File: src/serial_port_defines.svh
// register offsets, field positions and reset values of the serial port
//
// Summary of operation
// [RL1] buffer write loads transmit side; buffer read returns receive side only
// [RL2] interrupt asserted while either done flag is set; software clears flags
// [RL3] transmit and receive bit clocks are timer overflows divided by two
// [RL4] hidden receive counter shares reload, is forced to reload on start
// [RL5] software sets timer to overflow at twice the wanted baud rate
// [RL6] frame is low start bit, data lsb first, high stop bit
// [RL7] data field is eight bits, optional ninth bit after the msb
// [RL8] buffer write starts a frame; ninth bit taken from tx ninth bit
// [RL9] transmit done flag set at the start of the stop bit
// [RL10] reception only while receive enabled, starting on a start condition
// [RL11] byte stored only with room and filter off or ninth/stop bit high
// [RL12] byte arriving with the buffer full is dropped, old byte kept
// [RL13] receive done flag set on every byte stored in the buffer
// [RL14] buffer read gives low eight bits; rx ninth bit holds ninth/stop
// [RL15] one holding stage per direction so shifting overlaps software access
// [RL16] transmit up to half clock rate, receive up to one eighth
// [RL17] multidrop master sends address with ninth bit one, data with zero
// [RL18] slave clears filter after address match, sets it after message
// [RL19] transmit and receive paths run at the same time independently
// [RL20] word length bit zero selects eight bits, one selects nine bits
// [RL21] receive line synchronised, start confirmed, bits sampled mid period
`ifndef SERIAL_PORT_DEFINES_SVH
`define SERIAL_PORT_DEFINES_SVH

`define ADDR_SERIAL_CONTROL  8'h00
`define ADDR_SERIAL_BUFFER   8'h01

`define CTL_FRAME_FORMAT     7
`define CTL_RESERVED         6
`define CTL_MULTIDROP        5
`define CTL_RX_ENABLE        4
`define CTL_TX_NINTH         3
`define CTL_RX_NINTH         2
`define CTL_TX_DONE          1
`define CTL_RX_DONE          0

`define CTL_RESERVED_VALUE   1'b1
`define BYTE_ZERO            8'h00
`define COUNT_TOP            8'hFF
`define DATA_BITS            4'h8
`define BIT_ZERO             4'h0

`endif

File: src/serial_port_pkg.sv
// types shared by the serial port
package serial_port_pkg;

    typedef enum logic [2:0] {
        TX_IDLE,
        TX_START,
        TX_DATA,
        TX_NINTH,
        TX_STOP
    } tx_state_type;

    typedef enum logic [2:0] {
        RX_IDLE,
        RX_START,
        RX_DATA,
        RX_NINTH,
        RX_STOP
    } rx_state_type;

endpackage : serial_port_pkg

File: src/serial_port.sv
// full duplex serial port with multidrop filter and register port
`include "serial_port_defines.svh"

module serial_port (
    input  wire logic       CLOCK,
    input  wire logic       RESET_N,
    input  wire logic [7:0] ADDR,
    input  wire logic [7:0] WDATA,
    input  wire logic       WR,
    input  wire logic       RD,
    output logic      [7:0] RDATA,
    input  wire logic       BAUD_TIMER_RUN,
    input  wire logic       BAUD_TIMER_TICK,
    input  wire logic       BAUD_TIMER_OVF,
    input  wire logic [7:0] BAUD_TIMER_RELOAD_VALUE,
    input  wire logic       RX,
    output logic            TX,
    output logic            IRQ
);
    import serial_port_pkg::*;

    // ------------------------------------------------------------
    // flag update helper
    // ------------------------------------------------------------
    function automatic logic flag_next(input logic set, input logic wr, input logic wbit, input logic cur);
        flag_next = set ? 1'b1 : (wr ? wbit : cur);
    endfunction : flag_next

    // ------------------------------------------------------------
    // declarations
    // ------------------------------------------------------------
    logic         frame_format_select_r;
    logic         multidrop_filter_enable_r;
    logic         rx_enable_r;
    logic         tx_ninth_bit_r;
    logic         rx_ninth_bit_r;
    logic         tx_done_flag_r;
    logic         rx_done_flag_r;
    logic [7:0]   rdata_r;
    logic         irq_r;

    logic [7:0]   tx_hold_r;
    logic         tx_hold_valid_r;
    logic [8:0]   tx_shift_r;
    logic [3:0]   tx_count_r;
    logic         tx_div_r;
    logic         tx_line_r;
    tx_state_type tx_state_r;

    logic         rx_meta_r;
    logic         rx_sync_r;
    logic         rx_prev_r;
    logic [7:0]   rx_cnt_r;
    logic         rx_phase_r;
    logic [7:0]   rx_shift_r;
    logic         rx_bit9_r;
    logic [3:0]   rx_count_r;
    logic [7:0]   rx_buf_r;
    logic         rx_full_r;
    rx_state_type rx_state_r;

    // ------------------------------------------------------------
    // register port decode
    // ------------------------------------------------------------
    wire       sel_ctl  = (ADDR == `ADDR_SERIAL_CONTROL);
    wire       sel_buf  = (ADDR == `ADDR_SERIAL_BUFFER);
    wire       wr_ctl   = WR & sel_ctl;
    wire       wr_buf   = WR & sel_buf;                              // RL1
    wire       rd_buf   = RD & sel_buf;                              // RL1
    wire [7:0] ctl_view = {frame_format_select_r, `CTL_RESERVED_VALUE, multidrop_filter_enable_r,
                           rx_enable_r, tx_ninth_bit_r, rx_ninth_bit_r, tx_done_flag_r, rx_done_flag_r};
    wire [7:0] rd_mux   = sel_ctl ? ctl_view : (sel_buf ? rx_buf_r : `BYTE_ZERO);  // RL1

    // ------------------------------------------------------------
    // transmit bit clock
    // ------------------------------------------------------------
    wire tx_tick     = BAUD_TIMER_OVF & tx_div_r;                    // RL3 RL16
    wire tx_last     = (tx_count_r == `DATA_BITS - 4'h1);
    wire tx_to_stop  = (tx_state_r == TX_DATA && tx_last && !frame_format_select_r)
                     | (tx_state_r == TX_NINTH);
    wire tx_done_set = tx_tick & tx_to_stop;                         // RL9

    // ------------------------------------------------------------
    // receive bit clock and sampling
    // ------------------------------------------------------------
    wire rx_cnt_step = BAUD_TIMER_RUN & BAUD_TIMER_TICK;             // RL4
    wire rx_ovf      = rx_cnt_step & (rx_cnt_r == `COUNT_TOP);
    wire rx_sample   = rx_ovf & ~rx_phase_r;                         // RL21
    wire rx_fall     = rx_prev_r & ~rx_sync_r;
    wire rx_begin    = (rx_state_r == RX_IDLE) & rx_enable_r & rx_fall;  // RL10
    wire rx_end      = (rx_state_r == RX_STOP) & rx_sample;
    wire rx_ninth    = frame_format_select_r ? rx_bit9_r : rx_sync_r;    // RL14
    wire rx_accept   = ~rx_full_r & (~multidrop_filter_enable_r | rx_ninth);  // RL11
    wire rx_push     = rx_end & rx_accept & rx_enable_r;             // RL12
    wire rx_last     = (rx_count_r == `DATA_BITS - 4'h1);

    // ------------------------------------------------------------
    // control register and read data
    // ------------------------------------------------------------
    always_ff @(posedge CLOCK or negedge RESET_N) begin
        if (!RESET_N) begin
            frame_format_select_r     <= 1'b0;
            multidrop_filter_enable_r <= 1'b0;
            rx_enable_r               <= 1'b0;
            tx_ninth_bit_r            <= 1'b0;
            rx_ninth_bit_r            <= 1'b0;
            tx_done_flag_r            <= 1'b0;
            rx_done_flag_r            <= 1'b0;
            rdata_r                   <= `BYTE_ZERO;
            irq_r                     <= 1'b0;
        end else begin
            if (wr_ctl) begin
                frame_format_select_r     <= WDATA[`CTL_FRAME_FORMAT];  // RL20
                multidrop_filter_enable_r <= WDATA[`CTL_MULTIDROP];
                rx_enable_r               <= WDATA[`CTL_RX_ENABLE];
                tx_ninth_bit_r            <= WDATA[`CTL_TX_NINTH];
            end
            rx_ninth_bit_r <= flag_next(rx_push, wr_ctl, WDATA[`CTL_RX_NINTH], rx_ninth_bit_r) &
                              (rx_push ? rx_ninth : 1'b1);           // RL14
            tx_done_flag_r <= flag_next(tx_done_set, wr_ctl, WDATA[`CTL_TX_DONE], tx_done_flag_r);  // RL9
            rx_done_flag_r <= flag_next(rx_push, wr_ctl, WDATA[`CTL_RX_DONE], rx_done_flag_r);      // RL13
            irq_r          <= tx_done_flag_r | rx_done_flag_r;      // RL2
            if (RD) begin
                rdata_r <= rd_mux;
            end
        end
    end

    // ------------------------------------------------------------
    // transmit holding stage
    // ------------------------------------------------------------
    wire tx_load = (tx_state_r == TX_IDLE) & tx_hold_valid_r & tx_tick;

    always_ff @(posedge CLOCK or negedge RESET_N) begin
        if (!RESET_N) begin
            tx_hold_r       <= `BYTE_ZERO;
            tx_hold_valid_r <= 1'b0;
        end else begin
            if (wr_buf) begin
                tx_hold_r       <= WDATA;                            // RL8
                tx_hold_valid_r <= 1'b1;                             // RL15
            end else if (tx_load) begin
                tx_hold_valid_r <= 1'b0;
            end
        end
    end

    // ------------------------------------------------------------
    // transmit shifter
    // ------------------------------------------------------------
    always_ff @(posedge CLOCK or negedge RESET_N) begin
        if (!RESET_N) begin
            tx_div_r   <= 1'b0;
            tx_shift_r <= 9'h000;
            tx_count_r <= `BIT_ZERO;
            tx_line_r  <= 1'b1;
            tx_state_r <= TX_IDLE;
        end else begin
            if (BAUD_TIMER_OVF) begin
                tx_div_r <= ~tx_div_r;                               // RL3
            end
            if (tx_tick) begin
                case (tx_state_r)
                    TX_IDLE: begin
                        if (tx_hold_valid_r) begin
                            tx_shift_r <= {tx_ninth_bit_r, tx_hold_r};  // RL8
                            tx_line_r  <= 1'b0;                      // RL6
                            tx_state_r <= TX_START;
                        end
                    end
                    TX_START: begin
                        tx_line_r  <= tx_shift_r[0];                 // RL6
                        tx_shift_r <= {1'b0, tx_shift_r[8:1]};
                        tx_count_r <= `BIT_ZERO;
                        tx_state_r <= TX_DATA;
                    end
                    TX_DATA: begin
                        if (tx_last) begin
                            if (frame_format_select_r) begin
                                tx_line_r  <= tx_shift_r[0];         // RL7
                                tx_state_r <= TX_NINTH;
                            end else begin
                                tx_line_r  <= 1'b1;
                                tx_state_r <= TX_STOP;
                            end
                        end else begin
                            tx_line_r  <= tx_shift_r[0];
                            tx_shift_r <= {1'b0, tx_shift_r[8:1]};
                            tx_count_r <= tx_count_r + 4'h1;
                        end
                    end
                    TX_NINTH: begin
                        tx_line_r  <= 1'b1;                          // RL6
                        tx_state_r <= TX_STOP;
                    end
                    TX_STOP: begin
                        tx_state_r <= TX_IDLE;
                    end
                    default: begin
                        tx_line_r  <= 1'b1;
                        tx_state_r <= TX_IDLE;
                    end
                endcase
            end
        end
    end

    // ------------------------------------------------------------
    // receive line synchroniser
    // ------------------------------------------------------------
    always_ff @(posedge CLOCK or negedge RESET_N) begin
        if (!RESET_N) begin
            rx_meta_r <= 1'b1;
            rx_sync_r <= 1'b1;
            rx_prev_r <= 1'b1;
        end else begin
            rx_meta_r <= RX;                                         // RL21
            rx_sync_r <= rx_meta_r;
            rx_prev_r <= rx_sync_r;
        end
    end

    // ------------------------------------------------------------
    // hidden receive counter
    // ------------------------------------------------------------
    always_ff @(posedge CLOCK or negedge RESET_N) begin
        if (!RESET_N) begin
            rx_cnt_r   <= `BYTE_ZERO;
            rx_phase_r <= 1'b0;
        end else begin
            if (rx_begin) begin
                rx_cnt_r   <= BAUD_TIMER_RELOAD_VALUE;               // RL4
                rx_phase_r <= 1'b0;
            end else if (rx_ovf) begin
                rx_cnt_r   <= BAUD_TIMER_RELOAD_VALUE;               // RL4
                rx_phase_r <= ~rx_phase_r;                           // RL3
            end else if (rx_cnt_step) begin
                rx_cnt_r <= rx_cnt_r + 8'h01;
            end
        end
    end

    // ------------------------------------------------------------
    // receive shifter
    // ------------------------------------------------------------
    always_ff @(posedge CLOCK or negedge RESET_N) begin
        if (!RESET_N) begin
            rx_shift_r <= `BYTE_ZERO;
            rx_bit9_r  <= 1'b0;
            rx_count_r <= `BIT_ZERO;
            rx_state_r <= RX_IDLE;
        end else if (!rx_enable_r) begin
            rx_state_r <= RX_IDLE;                                   // RL10
        end else begin
            case (rx_state_r)
                RX_IDLE: begin
                    if (rx_fall) begin
                        rx_state_r <= RX_START;                      // RL10
                    end
                end
                RX_START: begin
                    if (rx_sample) begin
                        rx_count_r <= `BIT_ZERO;
                        rx_state_r <= rx_sync_r ? RX_IDLE : RX_DATA;  // RL21
                    end
                end
                RX_DATA: begin
                    if (rx_sample) begin
                        rx_shift_r <= {rx_sync_r, rx_shift_r[7:1]};  // RL6
                        rx_count_r <= rx_count_r + 4'h1;
                        if (rx_last) begin
                            rx_state_r <= frame_format_select_r ? RX_NINTH : RX_STOP;  // RL7
                        end
                    end
                end
                RX_NINTH: begin
                    if (rx_sample) begin
                        rx_bit9_r  <= rx_sync_r;                     // RL7
                        rx_state_r <= RX_STOP;
                    end
                end
                RX_STOP: begin
                    if (rx_sample) begin
                        rx_state_r <= RX_IDLE;
                    end
                end
                default: begin
                    rx_state_r <= RX_IDLE;
                end
            endcase
        end
    end

    // ------------------------------------------------------------
    // receive holding stage
    // ------------------------------------------------------------
    always_ff @(posedge CLOCK or negedge RESET_N) begin
        if (!RESET_N) begin
            rx_buf_r  <= `BYTE_ZERO;
            rx_full_r <= 1'b0;
        end else begin
            if (rx_push) begin
                rx_buf_r  <= rx_shift_r;                             // RL14
                rx_full_r <= 1'b1;                                   // RL15
            end else if (rd_buf) begin
                rx_full_r <= 1'b0;
            end
        end
    end

    // ------------------------------------------------------------
    // outputs
    // ------------------------------------------------------------
    assign RDATA = rdata_r;
    assign TX    = tx_line_r;                                        // RL19
    assign IRQ   = irq_r;                                            // RL2

endmodule : serial_port

File: config.mk
export PLATFORM = sky130hd
export DESIGN_NAME = serial_port
export DESIGN_NICKNAME = d
export VERILOG_FILES = /design/src/serial_port_pkg.sv /design/src/serial_port.sv
export VERILOG_INCLUDE_DIRS = /design/src /design/src/src
export SDC_FILE = /design/constraint.sdc
export NUM_CORES = 1
export LEC_CHECK = 0
export ABC_AREA = 1
export BUFFER_PORTS_ARGS = -buffer_cell sky130_fd_sc_hd__buf_2
export CAP_MARGIN = 25
export CORE_MARGIN = 2
export CORE_UTILIZATION = 25
export CTS_CLUSTER_DIAMETER = 60
export CTS_CLUSTER_SIZE = 24
export DETAILED_ROUTE_END_ITERATION = 7
export PLACE_DENSITY_LB_ADDON = 0.12
export SKIP_CTS_REPAIR_TIMING = 1
export SYNTH_ARGS = -nofsm -noshare
export SYNTH_HDL_FRONTEND = slang
export SYNTH_SLANG_ARGS = --single-unit
File: constraint.sdc
create_clock -name CLOCK -period 2.35 [get_ports CLOCK]
set_clock_uncertainty 0.2 [all_clocks]
set_input_delay 0.1175 -clock CLOCK [delete_from_list [all_inputs] [get_ports CLOCK]]
set_output_delay 0.1175 -clock CLOCK [all_outputs]
set_load 0.005 [all_outputs]
### Word-level counts from Yosys, hierarchy flattened

Cells that the tools add are included.

| cells by class | value |
|---|---|
| add/subtract/negate cells | 3 |
| equal/unequal tests | 23 |
| multiplexer cells | 44 |
| bitwise logic cells | 27 |
| reductions and logical operators | 23 |

Operator list:

| kind | count |
|---|---|
| 8-bit two-way mux | 5 |
| 3-bit two-way mux | 10 |
| 9-bit one-hot mux with 3 select lines | 1 |
| 1-bit bitwise AND | 18 |
| 9-bit two-way mux | 2 |
| 3-bit inequality test (second input constant) | 6 |
| 1-bit two-way mux | 17 |
| 4-bit one-hot mux with 2 select lines | 2 |
| 3-bit one-hot mux with 5 select lines | 1 |
| 3-bit AND reduction | 5 |
| 2-bit nonzero test | 7 |
| 3-bit by 2-bit equality test with 1-bit output (second input constant) | 4 |
| 4-bit two-way mux | 3 |
| 3-bit one-hot mux with 4 select lines | 1 |
| 2-bit inequality test (second input constant) | 5 |
| 4-bit by 1-bit adder with 4-bit output (second input constant) | 2 |
| 8-bit by 1-bit adder with 8-bit output (second input constant) | 1 |
| 4-bit by 3-bit equality test with 1-bit output (second input constant) | 2 |
| 8-bit by 1-bit equality test with 1-bit output (second input constant) | 1 |
| 8-bit equality test (second input constant) | 1 |
| 8-bit zero test | 1 |
| 4-bit AND reduction | 2 |
| 3-bit by 1-bit equality test with 1-bit output (second input constant) | 2 |
| 3-bit equality test (second input constant) | 2 |
| other kinds (9) | 19 |

| word-level totals | value |
|---|---|
| logic and storage cells | 147 |
| output and inout bits | 10 |
| register bits | 80 |

### Longest topological paths before layout

| depth | value |
|---|---|
| depth in word-level cells | 8 |
| mapped depth | 10 |
| depth with buffers taken out | 10 |

### Worst setup path before layout

No wires, ideal clock.

| path | value |
|---|---|
| path type | reg2reg |
| start | register rx_cnt_r[0] |
| end | register with a tool-made name |
| data required time | 2.033 ns |
| arrival time | 1.332 ns |
| slack | 0.702 ns |
| setup time | 0.117 ns |
| cell stages (with the launch flop) | 9 |
| period minus slack after synthesis | 1.648 ns |
| path through | dfrtp_1 -> ha_1 -> nand3_2 -> nor2_4 -> nand4_1 -> clkinv_1 -> nand2_2 -> nand2_1 -> nand2_1 |

RTL lines:

| what | RTL line | text |
|---|---|---|
| from (decl) | serial_port.sv:53 | `logic [7:0] rx_cnt_r;` |
| from (signal assigned) | serial_port.sv:228 | `` rx_cnt_r <= `BYTE_ZERO; `` |
| from (signal assigned) | serial_port.sv:238 | `rx_cnt_r <= rx_cnt_r + 8'h01;` |

### Worst setup path in the final report

| path | value |
|---|---|
| start | register rx_cnt_r[0] |
| end | register rx_buf_r[6] |

| between the ends | value |
|---|---|
| cells in the longest elaborated chain, start to end | 6 |

RTL lines:

| what | RTL line | text |
|---|---|---|
| 8-bit equality test (no source line) | -- |  |
| 1-bit bitwise AND | serial_port.sv:87 | `` wire rx_ovf = rx_cnt_step & (rx_cnt_r == `COUNT_TOP); `` |
| 1-bit bitwise AND | serial_port.sv:88 | `wire rx_sample = rx_ovf & ~rx_phase_r;` |
| 1-bit bitwise AND | serial_port.sv:91 | `wire rx_end = (rx_state_r == RX_STOP) & rx_sample;` |
| 1-bit bitwise AND (2 in a row) | serial_port.sv:94 | `wire rx_push = rx_end & rx_accept & rx_enable_r;` |
| to (signal assigned) | serial_port.sv:299 | `` rx_buf_r <= `BYTE_ZERO; `` |
| to (signal assigned) | serial_port.sv:303 | `rx_buf_r <= rx_shift_r;` |
| to (decl) | serial_port.sv:58 | `logic [7:0] rx_buf_r;` |

Every way passes these cells.
A chain may end at the register's enable or synchronous reset.

==> flow_summary.yaml <==
status:
  status: "finished with violations"
  violations: "negative hold slack"
floorplanning:
  ioPinCount: 42
  core_area_um2: 15300
  rows: 45
  start_util_pct: 25.6
  fp.dieW_um: 129
  die-area_um2: 16600
  fp.dieH_um: 129
route:
  vias: 3356
  routed_via_density: 4.24
  firstDrtPassIters: 4
  avgRoutedWirePerCell_um: 12.0
  drc: 0
  routed_wl_um: 9490
  drtIter0Drc: 222
  ant_nets: 0
clock_network:
  insertion_delay_ns: 0.34
  cts_inserted_buffers: 9
  path_clk_slew_ns: 0.06
  clock_path_buffers: 2
  root_buffer: "clkbuf_16"
  ctsHtreeMaxLevel: 3
  cts_tree: "yes"
  clkSinkCount: 80
timing:
  setup_viol: 0
  finalCritPeriodShare_pct: 81.1
  min_period_ns: 1.91
  hold_viol: 1
  relSlewSlack_pct: 57.2
  fin_setup_tns_ns: 0
  fin_worst_hold_slack_ns: -0.0351
  worst_slew_pin_slew_ns: 0.641
  rsz0062_at_grt: "no"
  fmax_mhz: 525
  finalMaxSlewViolations: 0
placement:
  hpwl_um: 6870
  port-buffer-count: 41
  placed_cell_area_um2: 4400
  gp_congestion: 0.788
  dp_cells: 752
synth:
  seq_area_frac_synth_pct: 51.4
  synth_cell_types: 33
  avgSynthCellArea_um2: 7.79
  synth_flop_cell: "dfrtp_1"
  synth_nets: 536
  yosys_warnings: 0
  synth_edf_count: 0
  synth-seq-cells: 80
  netlist_area_um2: 3900
  synthArstFlopShare_pct: 100
  synth_cells: 501
grt:
  grt_pass1_vias: 3258
  grt.overflow.total: 0
  grt_max_degree: 46
  grt.total_usage_pct: 12.3
  grt_pass1_wl_um: 16100
  antenna_found_initial: 0
power:
  p_per_area_nw_per_um2: 764
  ir_drop_mv: 0.323
  p_leak_nw: 2.50
setup_path:
  start_kind: "flop"
  cp-end-kind: "flop"
  critical_path_class: "flop to flop"
  r2r-end: "rx_buf_r[6]$_DFFE_PN0P_"
  crit_arrival_ns: 1.96
  reg2reg_depth: 7
  worst-r2r-setup-slack_ns: 0.44
  r2r_start: "rx_cnt_r[0]$_DFFE_PN0P_"
  path_max_fanout: 10
  cp.required_ns: 2.41
hold_path:
  holdPathStages: 3
  hold_class: "primary input to flop"
  min-delay-start: "WR"
  hold_end: "tx_done_flag_r$_DFFE_PN0P_"
flow_run:
  max-cap-violations: 0
final_layout:
  layout-drive-gt1-share_pct: 14.8
  layout.nets: 610
  final_area_um2: 4890
  area_growth_pct: 25.3
  antenna_cells: 0
  finalNonFillerCells: 791
[power breakdown]
| part | internal [mW] | switching, mW | leakage [nW] | total, mW |
|---|---|---|---|---|
| clock | 0.709 | 0.558 | 0.132 | 1.27 |
| sequential | 1.57 | 0.150 | 1.06 | 1.72 |
| combinational | 0.278 | 0.473 | 1.30 | 0.751 |
| total | 2.56 | 1.18 | 2.50 | 3.74 |
[worst max-delay path: stages (launching register included)]
cell and delay (ns):
dfrtp_1 0.40, ha_1 0.25, nand3_2 0.14, nor2_4 0.17, nand4_1 0.21, nor2_4 0.27
nand2_1 0.09, o21ai_1 0.09
[state kept, by name, indices dropped and copies added (netlist names), 4 cells and up, named ones only]
name and flops:
RDATA 8, rx_buf_r 8, rx_count_r 4, rx_shift_r 8
rx_cnt_r 8, tx_hold_r 8, tx_count_r 4, tx_shift_r 9
[layout by cell type, fill, tap and decap left out, types with 3 or more instances in the layout]
cell           netlist  final
clkbuf_16            0      9
nor2_4               3      3
nor2_1              28     28
inv_1               46     46
nand2_2              5      5
clkinv_2             0      4
nand3_1             46     46
buf_2                3     40
dfstp_2              4      4
nand4_1              5      5
o211ai_1             6      6
a21oi_1              8      8
nor3_1               4      4
dfrtp_1             76     76
dlygate4sd3_1        0     23
o21ai_0             28     28
buf_4                0      6
ha_1                 3      3
nand2_1            207    207
[final cells by class]
class | instances | area (um2)
clock inverters | 6 | 36.3
multi-input cells | 364 | 1670
fillers | 1629 | 10400
repair buffers | 70 | 495
inverters | 50 | 188
well taps | 211 | 264
clock buffers | 10 | 229
flip-flops and latches | 80 | 2010
[cell usage after synthesis, drive strengths merged, types with 3 or more instances]
master	instances	area (um2)
dfrtp	76	1900
ha	3	37.5
o21ai	30	150
nor3	4	20.0
a21oi	9	56.3
clkbuf	3	11.3
nand3	49	268
dfstp	4	105
nor2	33	151
o211ai	6	45.0
inv	48	180
nand4	5	31.3
buf	4	26.3
nand2	213	820
[how the worst max path moves through the flow]
stage	start	end	slack (ns)
after floorplan	rx_cnt_r[0]$_DFFE_PN0P_	flop	0.70
after global placement	rx_cnt_r[0]$_DFFE_PN0P_	flop	0.45
after detailed placement	rx_cnt_r[0]$_DFFE_PN0P_	rx_buf_r[6]$_DFFE_PN0P_	0.41
after CTS	rx_cnt_r[0]$_DFFE_PN0P_	rx_buf_r[6]$_DFFE_PN0P_	0.39
after global routing	rx_cnt_r[0]$_DFFE_PN0P_	rx_buf_r[6]$_DFFE_PN0P_	0.23
final	rx_cnt_r[0]$_DFFE_PN0P_	rx_buf_r[6]$_DFFE_PN0P_	0.44
[cells by family after synthesis]
family	count (synthesis)	share of synthesized area [%]
compound gates	50	7.44
xor+xnor	3	0.673
fa+ha+maj	3	0.962
buf+inv	57	5.77
flops	80	51.4
simple gates	308	33.7
[metal layers]
layer	vias to the layer above	routed length (um)	global-route usage [%]
met1	1558	4530	15.4
met2	52	4610	20.8
met5	-	0	0
met3	4	283	2.95
met4	0	65	4.67
li1	1742	-	-
[per-stage QoR]
stage	utilization [%]	power [mW]	worst slack (ns)
global route	32.1	4.01	0.226
finish	32.1	3.74	0.445
CTS	30.5	3.79	0.393
floorplan	-	2.23	0.702
global placement	28.8	2.47	0.449
detailed placement	28.8	2.48	0.413
Note: power is estimated with default switching activity, not from simulation.
